## src/ddc_dual_dac_command_decoder_end.sv

```systemverilog
`timescale 1ns/1ps
`default_nettype none
`default_nettype wire

```

## src/ddc_pkg.sv

```systemverilog
// Functional notes
// 000001 loads payload into all four registers
// 000010 loads channel a input and active
// 000011 loads channel b input and active
// 000100 loads both input registers only
// 000101 loads channel a input register only
// 000110 loads channel b input register only
// 000111 copies both inputs to active together
// 001001 copies channel a input to active
// 001010 copies channel b input to active
// 001011 internal, 001100 external reference, external default
// 001101/001110/001111 shut down both, a, b
// 101101/101110/101111 power up both, a, b
// 010000-010101 pick channel a range, lowest default
// 110000-110101 pick channel b range, lowest default
// nop and unlisted codes change nothing
// shutdown only gates enable, settings kept
// frame: six command, eight payload, two zero
// three-wire: execute when chip select rises
// two-wire: execute on 26th clock rise
// commands still execute while channels shut down
`default_nettype none
package ddc_pkg;
  localparam int CMD_W   = 6;
  localparam int PAY_W   = 8;
  localparam int SUB_W   = 2;
  localparam int FRAME_W = 16;
  localparam int RANGE_W = 3;
  localparam int CNT_W   = 5;
  localparam int SYNC_W  = 6;
  localparam int TW_SH_W = 26;

  localparam logic [CMD_W-1:0] CMD_NOP       = 6'h00;
  localparam logic [CMD_W-1:0] CMD_LOAD_BOTH = 6'h01;
  localparam logic [CMD_W-1:0] CMD_LOAD_A    = 6'h02;
  localparam logic [CMD_W-1:0] CMD_LOAD_B    = 6'h03;
  localparam logic [CMD_W-1:0] CMD_IN_BOTH   = 6'h04;
  localparam logic [CMD_W-1:0] CMD_IN_A      = 6'h05;
  localparam logic [CMD_W-1:0] CMD_IN_B      = 6'h06;
  localparam logic [CMD_W-1:0] CMD_UPD_BOTH  = 6'h07;
  localparam logic [CMD_W-1:0] CMD_UPD_A     = 6'h09;
  localparam logic [CMD_W-1:0] CMD_UPD_B     = 6'h0a;
  localparam logic [CMD_W-1:0] CMD_REF_INT   = 6'h0b;
  localparam logic [CMD_W-1:0] CMD_REF_EXT   = 6'h0c;
  localparam logic [CMD_W-1:0] CMD_SHDN_BOTH = 6'h0d;
  localparam logic [CMD_W-1:0] CMD_SHDN_A    = 6'h0e;
  localparam logic [CMD_W-1:0] CMD_SHDN_B    = 6'h0f;
  localparam logic [CMD_W-1:0] CMD_PWR_BOTH  = 6'h2d;
  localparam logic [CMD_W-1:0] CMD_PWR_A     = 6'h2e;
  localparam logic [CMD_W-1:0] CMD_PWR_B     = 6'h2f;
  // range commands: group in cmd[5:3], range index in cmd[2:0]
  localparam logic [2:0]         RANGE_GRP_A = 3'h2;
  localparam logic [2:0]         RANGE_GRP_B = 3'h6;
  localparam logic [RANGE_W-1:0] RANGE_MAX   = 3'h5;

  localparam logic [PAY_W-1:0]   RST_CODE    = 8'h00;
  localparam logic [RANGE_W-1:0] RST_RANGE   = 3'h0;
  localparam logic               RST_REF_INT = 1'b0;
  localparam logic               RST_ENABLE  = 1'b1;
  // pin order: 0 clock, 1 data, 2 chip select, 3 mode, 5:4 address
  localparam logic [SYNC_W-1:0]  SYNC_RST    = 6'h07;

  localparam logic [4:0]       TW_ADDR_PREFIX = 5'h0c;
  localparam logic [CNT_W-1:0] TW_ADDR_EDGE   = 5'h08;
  localparam logic [CNT_W-1:0] TW_ACK2_EDGE   = 5'h11;
  localparam logic [CNT_W-1:0] TW_EXEC_EDGE   = 5'h1a;
  localparam logic [CNT_W-1:0] TW_LAST_EDGE   = 5'h1b;
  localparam logic [CNT_W-1:0] TW3_BITS       = 5'h10;

  typedef enum logic [1:0] {TW_IDLE, TW_ACTIVE, TW_SKIP} ddc_tw_state_e;

  typedef struct packed {
    logic [CMD_W-1:0] cmd;
    logic [PAY_W-1:0] payload;
    logic [SUB_W-1:0] sub;
  } ddc_frame_s;

  typedef struct packed {
    logic [PAY_W-1:0]   input_code;
    logic [PAY_W-1:0]   active_code;
    logic [RANGE_W-1:0] range;
    logic               enabled;
  } ddc_chan_s;
endpackage
`default_nettype wire

```

## src/ddc_dual_dac_command_decoder.sv

```systemverilog
`timescale 1ns/1ps
`default_nettype none
module ddc_dual_dac_command_decoder (
  input  wire logic          clk_i,
  input  wire logic          resetn_i,
  input  wire logic          three_wire_mode_i,
  input  wire logic [1:0]    slave_addr_i,
  input  wire logic          ser_clk_i,
  input  wire logic          ser_data_i,
  input  wire logic          chip_select_n_i,
  output var  logic          ser_data_o,
  output var  logic          ser_data_oe_o,
  output var  ddc_pkg::ddc_chan_s channel_a_converter_o,
  output var  ddc_pkg::ddc_chan_s channel_b_converter_o,
  output var  logic          ref_internal_o
);
  import ddc_pkg::*;

  logic [SYNC_W-1:0] s1, s2, s3, filt, filt_q;
  logic [SYNC_W-1:0] next_s1, next_s2, next_s3, next_filt;
  logic              clk_rise, clk_fall, data_rise, data_fall, cs_rise, cs_fall;
  logic              mode3, start_cond, stop_cond;

  // a level counts only once the last two stages agree
  always_comb begin
    next_s1   = {slave_addr_i, three_wire_mode_i, chip_select_n_i, ser_data_i, ser_clk_i};
    next_s2   = s1;
    next_s3   = s2;
    next_filt = ((s2 ~^ s3) & s3) | ((s2 ^ s3) & filt);
  end

  always_ff @(posedge clk_i) begin
    if (!resetn_i) begin
      s1     <= SYNC_RST;
      s2     <= SYNC_RST;
      s3     <= SYNC_RST;
      filt   <= SYNC_RST;
      filt_q <= SYNC_RST;
    end else begin
      s1     <= next_s1;
      s2     <= next_s2;
      s3     <= next_s3;
      filt   <= next_filt;
      filt_q <= filt;
    end
  end

  assign clk_rise   = filt[0] & ~filt_q[0];
  assign clk_fall   = ~filt[0] & filt_q[0];
  assign data_rise  = filt[1] & ~filt_q[1];
  assign data_fall  = ~filt[1] & filt_q[1];
  assign cs_rise    = filt[2] & ~filt_q[2];
  assign cs_fall    = ~filt[2] & filt_q[2];
  assign mode3      = filt[3];
  assign start_cond = filt[0] & filt_q[0] & data_fall;
  assign stop_cond  = filt[0] & filt_q[0] & data_rise;

  // three-wire receiver
  logic [FRAME_W-1:0] sh3, next_sh3;
  logic [CNT_W-1:0]   cnt3, next_cnt3;
  logic               go3;

  always_comb begin
    next_sh3  = sh3;
    next_cnt3 = cnt3;
    go3       = mode3 & cs_rise & (cnt3 == TW3_BITS);
    if (mode3 && cs_fall) begin
      next_cnt3 = '0;
    end else if (mode3 && !filt[2] && clk_rise) begin
      next_sh3 = {sh3[FRAME_W-2:0], filt[1]};
      // only a full frame executes; extra bits saturate the count
      if (cnt3 != TW3_BITS) begin
        next_cnt3 = CNT_W'(cnt3 + 5'h01);
      end
    end
  end

  always_ff @(posedge clk_i) begin
    if (!resetn_i) begin
      sh3  <= '0;
      cnt3 <= '0;
    end else begin
      sh3  <= next_sh3;
      cnt3 <= next_cnt3;
    end
  end

  // two-wire receiver
  ddc_tw_state_e      tw_state, next_tw_state;
  logic [CNT_W-1:0]   tw_cnt, next_tw_cnt, tw_cnt_inc;
  logic [TW_SH_W-1:0] tw_sh, next_tw_sh, tw_word;
  logic               ack_oe, next_ack_oe, go2;
  logic [FRAME_W-1:0] tw_frame;

  assign tw_cnt_inc = CNT_W'(tw_cnt + 5'h01);
  assign tw_word    = {tw_sh[TW_SH_W-2:0], filt[1]};
  // drop the acknowledge slot between the two body bytes
  assign tw_frame   = {tw_word[16:9], tw_word[7:0]};

  always_comb begin
    next_tw_state = tw_state;
    next_tw_cnt   = tw_cnt;
    next_tw_sh    = tw_sh;
    next_ack_oe   = ack_oe;
    go2           = 1'b0;
    if (mode3) begin
      next_tw_state = TW_IDLE;
      next_ack_oe   = 1'b0;
    end else if (start_cond) begin
      next_tw_state = TW_ACTIVE;
      next_tw_cnt   = '0;
      next_ack_oe   = 1'b0;
    end else if (stop_cond) begin
      // early stop aborts without touching any register
      next_tw_state = TW_IDLE;
      next_ack_oe   = 1'b0;
    end else begin
      case (tw_state)
        TW_ACTIVE: begin
          if (clk_rise) begin
            next_tw_cnt = tw_cnt_inc;
            next_tw_sh  = tw_word;
            if (tw_cnt_inc == TW_ADDR_EDGE &&
                tw_word[7:0] != {TW_ADDR_PREFIX, filt[5:4], 1'b0}) begin
              next_tw_state = TW_SKIP;
            end
            if (tw_cnt_inc == TW_EXEC_EDGE) begin
              go2 = 1'b1;
            end
            if (tw_cnt_inc == TW_LAST_EDGE) begin
              next_tw_state = TW_SKIP;
            end
          end else if (clk_fall) begin
            next_ack_oe = (tw_cnt == TW_ADDR_EDGE) || (tw_cnt == TW_ACK2_EDGE) ||
                          (tw_cnt == TW_EXEC_EDGE);
          end
        end
        TW_SKIP: begin
          if (clk_fall) begin
            next_ack_oe = 1'b0;
          end
        end
        TW_IDLE: begin
          next_ack_oe = 1'b0;
        end
        default: begin
          next_tw_state = TW_IDLE;
          next_ack_oe   = 1'b0;
        end
      endcase
    end
  end

  always_ff @(posedge clk_i) begin
    if (!resetn_i) begin
      tw_state      <= TW_IDLE;
      tw_cnt        <= '0;
      tw_sh         <= '0;
      ack_oe        <= 1'b0;
      ser_data_oe_o <= 1'b0;
      ser_data_o    <= 1'b0;
    end else begin
      tw_state      <= next_tw_state;
      tw_cnt        <= next_tw_cnt;
      tw_sh         <= next_tw_sh;
      ack_oe        <= next_ack_oe;
      ser_data_oe_o <= next_ack_oe;
      ser_data_o    <= 1'b0;
    end
  end

  // command execution
  logic       exec, next_exec;
  ddc_frame_s frame, next_frame;
  ddc_chan_s  ch_a, ch_b, next_ch_a, next_ch_b;
  logic       ref_int, next_ref_int;

  always_comb begin
    next_exec  = go2 | go3;
    next_frame = go2 ? ddc_frame_s'(tw_frame) : ddc_frame_s'(sh3);
    if (!next_exec) begin
      next_frame = frame;
    end
  end

  // decoding ignores enable, so loads work while shut down
  always_comb begin
    next_ch_a    = ch_a;
    next_ch_b    = ch_b;
    next_ref_int = ref_int;
    if (exec) begin
      if (frame.cmd[5:3] == RANGE_GRP_A && frame.cmd[2:0] <= RANGE_MAX) begin
        next_ch_a.range = frame.cmd[2:0];
      end
      if (frame.cmd[5:3] == RANGE_GRP_B && frame.cmd[2:0] <= RANGE_MAX) begin
        next_ch_b.range = frame.cmd[2:0];
      end
      case (frame.cmd)
        CMD_LOAD_BOTH: begin
          next_ch_a.input_code  = frame.payload;
          next_ch_a.active_code = frame.payload;
          next_ch_b.input_code  = frame.payload;
          next_ch_b.active_code = frame.payload;
        end
        CMD_LOAD_A: begin
          next_ch_a.input_code  = frame.payload;
          next_ch_a.active_code = frame.payload;
        end
        CMD_LOAD_B: begin
          next_ch_b.input_code  = frame.payload;
          next_ch_b.active_code = frame.payload;
        end
        CMD_IN_BOTH: begin
          next_ch_a.input_code = frame.payload;
          next_ch_b.input_code = frame.payload;
        end
        CMD_IN_A: next_ch_a.input_code = frame.payload;
        CMD_IN_B: next_ch_b.input_code = frame.payload;
        CMD_UPD_BOTH: begin
          next_ch_a.active_code = ch_a.input_code;
          next_ch_b.active_code = ch_b.input_code;
        end
        CMD_UPD_A:   next_ch_a.active_code = ch_a.input_code;
        CMD_UPD_B:   next_ch_b.active_code = ch_b.input_code;
        CMD_REF_INT: next_ref_int = 1'b1;
        CMD_REF_EXT: next_ref_int = 1'b0;
        // shutdown touches only the enable bit
        CMD_SHDN_BOTH: begin
          next_ch_a.enabled = 1'b0;
          next_ch_b.enabled = 1'b0;
        end
        CMD_SHDN_A: next_ch_a.enabled = 1'b0;
        CMD_SHDN_B: next_ch_b.enabled = 1'b0;
        CMD_PWR_BOTH: begin
          next_ch_a.enabled = 1'b1;
          next_ch_b.enabled = 1'b1;
        end
        CMD_PWR_A: next_ch_a.enabled = 1'b1;
        CMD_PWR_B: next_ch_b.enabled = 1'b1;
        default: begin
          // nop and unlisted codes fall here unchanged
          next_ref_int = ref_int;
        end
      endcase
    end
  end

  always_ff @(posedge clk_i) begin
    if (!resetn_i) begin
      exec                  <= 1'b0;
      frame                 <= '0;
      ch_a                  <= '{RST_CODE, RST_CODE, RST_RANGE, RST_ENABLE};
      ch_b                  <= '{RST_CODE, RST_CODE, RST_RANGE, RST_ENABLE};
      ref_int               <= RST_REF_INT;
      channel_a_converter_o <= '{RST_CODE, RST_CODE, RST_RANGE, RST_ENABLE};
      channel_b_converter_o <= '{RST_CODE, RST_CODE, RST_RANGE, RST_ENABLE};
      ref_internal_o        <= RST_REF_INT;
    end else begin
      exec                  <= next_exec;
      frame                 <= next_frame;
      ch_a                  <= next_ch_a;
      ch_b                  <= next_ch_b;
      ref_int               <= next_ref_int;
      channel_a_converter_o <= next_ch_a;
      channel_b_converter_o <= next_ch_b;
      ref_internal_o        <= next_ref_int;
    end
  end
endmodule
`default_nettype wire

```

## config.mk

```make
export PLATFORM = sky130hd
export DESIGN_NAME = ddc_dual_dac_command_decoder
export DESIGN_NICKNAME = d
export VERILOG_FILES = /design/src/ddc_dual_dac_command_decoder_end.sv /design/src/ddc_pkg.sv /design/src/ddc_dual_dac_command_decoder.sv
export SDC_FILE = /design/constraint.sdc
export NUM_CORES = 1
export LEC_CHECK = 0
export BUFFER_PORTS_ARGS = -buffer_cell sky130_fd_sc_hd__buf_4
export CORE_UTILIZATION = 53
export CTS_BUF_LIST = sky130_fd_sc_hd__clkbuf_16
export DETAILED_ROUTE_END_ITERATION = 10
export PLACE_DENSITY = 0.75
export SYNTH_ARGS = -nofsm -noshare
export SYNTH_HDL_FRONTEND = slang
export SYNTH_SLANG_ARGS = --single-unit
```

## constraint.sdc

```tcl
create_clock -name clk_i -period 1.7 [get_ports clk_i]
set_input_delay 0.255 -clock clk_i [delete_from_list [all_inputs] [get_ports clk_i]]
set_output_delay 0.255 -clock clk_i [all_outputs]
set_load 0.05 [all_outputs]
```

==> flow_metrics.env, run 1 <==
export IMPL_outcome="completed"
export IMPL_seq_area_frac_synth_pct=46.1
export IMPL_slew_viol_final=0
export IMPL_row_count=37
export IMPL_ys_warn_count=0
export IMPL_power_leakage_nw=3.16
export IMPL_crit_type="reg2reg"
export IMPL_crit_start="tw_cnt[0]$_SDFFE_PN0P_"
export IMPL_synth_largest_area_cell="dfxtp_1"
export IMPL_final_nets=636
export IMPL_syn2layout_area_growth_pct=23.3
export IMPL_rsz0062_at_grt="yes"
export IMPL_yosys_register_bits=128
export IMPL_fmax_mhz=605
export IMPL_drive_gt1_share_pct=20.7
export IMPL_cts_buffers=17
export IMPL_htreeDepth=4
export IMPL_overflow=0
export IMPL_first_global_vias=3891
export IMPL_drt_pass1_iterations=5
export IMPL_synth_most_common_cell="dfxtp_1"
export IMPL_synth_net_count=578
export IMPL_hold_viol=0
export IMPL_dp_hpwl_um=7260
export IMPL_cp_data_required_time_ns=2.00
export IMPL_synth_edf_count=0
export IMPL_cp_num_buf_inv=1
export IMPL_maxCapViolCount=0
export IMPL_syn_inst=557
export IMPL_num_vias=4058
export IMPL_drt_iter0_markers=208
export IMPL_n_antenna_cell=0
export IMPL_syn_area_per_cell_um2=9.98
export IMPL_hp_start="chip_select_n_i"
export IMPL_grt_pass1_wl_um=18400
export IMPL_cts_root_buf="clkbuf_16"
export IMPL_grt_max_degree=122
export IMPL_rrSetupSlack_ns=0.05
export IMPL_r2r_end="frame[6]$_SDFFE_PN0P_"
export IMPL_crit_chain="ha_4 > nand3_2 > xnor2_2 > o2111ai_2 > buf_12 > o211a_1"
export IMPL_drt_antenna_violating_nets=0
export IMPL_start_util_pct=54.3
export IMPL_finClkSkew_ns=0.00794
export IMPL_finalSetupViolCount=0
export IMPL_ios=51
export IMPL_drc_errors=0
export IMPL_start_kind="flop"
export IMPL_synth_area_um2=5560
export IMPL_final_cells=764
export IMPL_die_w_um=104
export IMPL_synthFlopType="dfxtp_1"
export IMPL_place_congestion=0.815
export IMPL_path_depth=6
export IMPL_dp_cells=728
export IMPL_hp_class="in2reg"
export IMPL_wl_per_cell_um=14.4
export IMPL_cts_tree="built"
export IMPL_netlist_top_cells_count="dfxtp_1 (128), nand2_1 (77), mux2i_1 (69), nor2b_1 (46), o211a_1 (31)"
export IMPL_cellPowerDensity_nw_per_um2=1010
export IMPL_worstSetupEndpoint="frame[6]$_SDFFE_PN0P_"
export IMPL_min_period_ns=1.65
export IMPL_path_delay_family="flip-flops"
export IMPL_clkLatencyLatePin_ns=0.41
export IMPL_irDropWorstVdd_v=0.000708
export IMPL_clockBufferDepth=2
export IMPL_totalWireLength_um=11000
export IMPL_fillers=781
export IMPL_path_clk_slew_ns=0.06
export IMPL_antenna_found_initial=0
export IMPL_die_y_um=104
export IMPL_synth_top_area_share_pct=46.1
export IMPL_end_kind="flop"
export IMPL_cpMaxStageDelayCell="dfxtp_4"
export IMPL_cpPeakStageDelay_ns=0.40
export IMPL_total_power_mw=6.92
export IMPL_arrival_ns=1.95
export IMPL_port_buffers=49
export IMPL_synth_area_leaders="dfxtp_1 (46%), mux2i_1 (12%), o211a_1 (5.6%)"
export IMPL_die_area_um2=10900
export IMPL_path_max_fanout=29
export IMPL_async_flop_share_pct=0
export IMPL_fin_crit_sh_pct=97.2
export IMPL_yosysUniqueCellTypes=48
export IMPL_fp_coreArea_um2=10200
export IMPL_clkSinkCount=128
export IMPL_timing_rr_start="tw_cnt[0]$_SDFFE_PN0P_"
export IMPL_worstRegToRegCells=6
export IMPL_grt_total_usage_pct=21.0
export IMPL_vias_per_cell=5.31
[final cells by class]
type / count / area (um^2) / share of cell area (%)
inverter: 7 / 26.3 / 0.383
clock inverter: 15 / 195 / 2.85
tap: 136 / 170 / 2.48
timing repair buffer: 73 / 636 / 9.27
sequential: 128 / 2570 / 37.5
clock buffer: 17 / 425 / 6.21
multi-input combinational: 388 / 2830 / 41.3
[layout by cell type (no fill, tap or decap), types with 17 or more instances in the layout]
master	count
dfxtp_1	124
nand2_1	77
mux2i_1	69
buf_4	66
nor2b_1	46
o211a_1	31
a21boi_0	18
nor2_1	18
nand2b_1	17
clkbuf_16	17
[sequential cells by signal, indices dropped and copies added, names as in the netlist, 6 cells and up]
signal / flops
s3: 6
next_s2: 6
next_s3: 6
ch_b: 20
filt: 6
ch_a: 20
tw_sh: 16
sh3: 16
frame: 14
[power breakdown]
part / internal (mW) / switching [mW] / leakage [nW] / total [mW]
clock: 2.44 / 1.32 / 0.308 / 3.76
sequential: 3.02 / 0.0136 / 1.04 / 3.03
combinational: 0.0592 / 0.0650 / 1.81 / 0.124
[stage by stage]
stage	util, %	setup TNS [ns]	worst slack [ns]	area (um^2)	hold WS (ns)
floorplan	-	0	0.00535	5570	0.356
global placement	59.9	0	0.00680	6130	0.396
detailed placement	59.9	-0.499	-0.0450	6130	0.395
CTS	66.1	0	0.00122	6760	0.0141
global route	67.0	-0.438	-0.0435	6850	0.0141
finish	67.0	0	0.0479	6850	0.0282
[kinds of logic (layout without fill, tap and decap cells)]
logic type / Yosys count / count (layout) / share of synthesized area [%]
and+or+nand+nor: 212 / 212 / 20.1
DFF: 128 / 128 / 46.1
AOI/OAI and AO/OA: 81 / 81 / 12.4
muxes: 70 / 70 / 12.6
buffers and inverters: 41 / 112 / 3.94
adders and majority gates: 13 / 13 / 2.93
xor gates and xnor gates: 11 / 11 / 1.73
other: 1 / 1 / 0.0675
[layer usage]
| metal | wire length (um) | vias up | global-route usage (%) |
|---|---|---|---|
| li1 | - | 2029 | - |
| met3 | 437 | 19 | 4.95 |
| met4 | 220 | 0 | 8.67 |
| met2 | 5280 | 93 | 34.4 |
| met5 | 0 | - | 0 |
| met1 | 5070 | 1917 | 26.5 |
[how the worst min path moves through the flow]
stage	endpoint	cells past startpoint
finish	next_s2[2]$_SDFF_PN1_	2
global route	next_s2[1]$_SDFF_PN1_	2
CTS	next_s2[1]$_SDFF_PN1_	2
detailed placement	next_s3[1]$_SDFF_PN1_	1
global placement	next_s3[2]$_SDFF_PN1_	1
floorplan	next_s2[0]$_SDFF_PN1_	1
[repair_timing]
action                     in CTS  in global routing
pin swaps                       1                  7
setup endpoints to repair      16                 29
gates cloned                    0                  0
resized for setup               2                 13
hold buffers                    0                  0
setup buffers                   0                  4
Note: power is estimated with default switching activity, not from simulation.
==> run 2: changes to the inputs <==
--- a/config.mk
+++ b/config.mk
@@ -10,6 +10,7 @@
 export CTS_BUF_LIST = sky130_fd_sc_hd__clkbuf_16
 export DETAILED_ROUTE_END_ITERATION = 10
 export PLACE_DENSITY = 0.75
+export REMOVE_ABC_BUFFERS = 1
 export SYNTH_ARGS = -nofsm -noshare
 export SYNTH_HDL_FRONTEND = slang
 export SYNTH_SLANG_ARGS = --single-unit
==> flow_metrics.env, run 2 (same netlist as run 1, synthesis figures left out) <==
export IMPL_die_w_um=104
export IMPL_finalSetupViolCount=9
export IMPL_irDropWorstVdd_v=0.000788
export IMPL_drive_gt1_share_pct=23.2
export IMPL_crit_top_cell="o211a_1"
export IMPL_grt_total_usage_pct=23.5
export IMPL_grt_max_degree=64
export IMPL_cpMaxStageDelayCell="dfxtp_4"
export IMPL_multi_input_area_um2=2930
export IMPL_path_depth=7
export IMPL_drt_iter0_markers=245
export IMPL_clkSinkCount=128
export IMPL_timing_rr_start="tw_cnt[1]$_SDFFE_PN0P_"
export IMPL_crit_chain="buf_6 > and3b_1 > o211a_1 > o2111ai_4 > buf_12 > o211ai_1 > o211a_1"
export IMPL_fp_coreArea_um2=10200
export IMPL_die_y_um=104
export IMPL_finClkSkew_ns=0.00585
export IMPL_violations="negative setup slack"
export IMPL_seqCellArea_um2=2570
export IMPL_start_kind="flop"
export IMPL_cp_data_required_time_ns=1.99
export IMPL_syn2layout_area_growth_pct=27.4
export IMPL_rsz0062_at_grt="yes"
export IMPL_hp_start="ser_clk_i"
export IMPL_outcome="finished with violations"
export IMPL_crit_start="tw_cnt[1]$_SDFFE_PN0P_"
export IMPL_path_delay_family="compound AO/OA/AOI/OAI gates"
export IMPL_worst_pin_slew_ns=0.505
export IMPL_min_period_ns=1.72
export IMPL_htreeDepth=4
export IMPL_worstRegToRegCells=7
export IMPL_hold_viol=0
export IMPL_fmax_mhz=583
export IMPL_fin_crit_sh_pct=101
export IMPL_row_count=37
export IMPL_end_kind="flop"
export IMPL_port_buffers=49
export IMPL_num_vias=4252
export IMPL_drt_antenna_violating_nets=0
export IMPL_layout_commonest_cell="dfxtp_1"
export IMPL_wl_per_cell_um=15.8
export IMPL_n_antenna_cell=0
export IMPL_clkLatencyLatePin_ns=0.40
export IMPL_maxCapViolCount=0
export IMPL_fin_tns_setup_ns=-0.0728
export IMPL_max_slew_margin_rel_pct=66.4
export IMPL_overflow=0
export IMPL_fillers=746
export IMPL_min_path_cells=2
export IMPL_slew_viol_final=0
export IMPL_vias_per_cell=5.46
export IMPL_final_cell_mix="dfxtp_1 (122), buf_4 (76), nand2_1 (75)"
export IMPL_hp_class="in2reg"
export IMPL_place_congestion=0.767
export IMPL_cellPowerDensity_nw_per_um2=968
export IMPL_path_clk_slew_ns=0.05
export IMPL_final_nets=651
export IMPL_dp_hpwl_um=7290
export IMPL_arrival_ns=2.01
export IMPL_place_ws_ns=-0.0583
export IMPL_ios=51
export IMPL_drc_errors=0
export IMPL_antenna_found_initial=0
export IMPL_clockBufferDepth=2
export IMPL_drt_pass1_iterations=5
export IMPL_finalWorstSetupSlack_ns=-0.0163
export IMPL_path_max_fanout=8
export IMPL_totalWireLength_um=12300
export IMPL_grt_pass1_wl_um=20400
export IMPL_reg_top3="ch_a (20), ch_b (20)"
export IMPL_cts_tree="built"
export IMPL_hold_buffers=0
export IMPL_cpPeakStageDelay_ns=0.35
export IMPL_power_leakage_nw=3.27
export IMPL_utilization_pct=69.2
export IMPL_die_area_um2=10900
export IMPL_cts_buffers=17
export IMPL_start_util_pct=54.3
export IMPL_first_global_vias=4140
export IMPL_crit_type="reg2reg"
export IMPL_cp_num_buf_inv=2
export IMPL_cts_root_buf="clkbuf_16"
## run 2: what timing repair did
action                                 CTS  global route
pin swaps                                5             9
cloned                                   4             0
setup endpoints to repair               18            36
buffers inserted                         6             3
endpoints found under the hold margin    0             0
resized for setup                       25            18
## run 2: area by class of cell
class                      instances  area share (%)
clock inverter                    15            2.49
timing repair buffer              87            11.0
sequential                       128            36.4
inverter                           7           0.371
clock buffer                      17            6.01
multi-input combinational        389            41.4
tap                              136            2.40
## run 2: path summary, 6_finish.rpt
kind                            end  slack, ns
min reg2reg   next_s3[2]$_SDFF_PN1_       0.41
max reg2reg  frame[13]$_SDFFE_PN0P_      -0.02
max          frame[13]$_SDFFE_PN0P_      -0.02
min           next_s2[0]$_SDFF_PN1_       0.03
## run 2: per-stage QoR
stage | area (um^2) | std cells | power [mW] | hold slack [ns]
after floorplan | 5370 | 523 | 3.16 | 0.317
after global placement | 6160 | 735 | 3.23 | 0.393
after detailed placement | 6160 | 735 | 3.23 | 0.397
after CTS | 6980 | 777 | 6.89 | 0.0280
after global routing | 7080 | 779 | 7.09 | 0.0176
final | 7080 | 779 | 6.86 | 0.0312
## run 2: power by group
group          total [mW]  switching (mW)  leakage (nW)  internal [mW]
Combinational       0.132          0.0704          1.94         0.0611
Sequential           3.04          0.0140          1.04           3.02
Clock                3.69            1.27         0.294           2.42
## run 2: routing by layer
| metal | global-route usage (%) | part of all wire, % | routed length, um | up-vias |
|---|---|---|---|---|
| met1 | 28.1 | 43 | 5270 | 2045 |
| met4 | 8.67 | 1.7 | 206 | 0 |
| met5 | 0 | 0 | 0 | - |
| li1 | - | - | - | 2055 |
| met3 | 6.39 | 5.3 | 649 | 21 |
| met2 | 40.2 | 50 | 6220 | 131 |
## run 2: worst register-to-register path: cells and delay by family, from the launching register on
| kind | cells | cell delay [ns] |
|---|---|---|
| buffers and inverters | 2 | 0.31 |
| AO/OA/AOI/OAI | 4 | 0.78 |
| AND/OR/NAND/NOR | 1 | 0.17 |
| flip-flops | 1 | 0.35 |
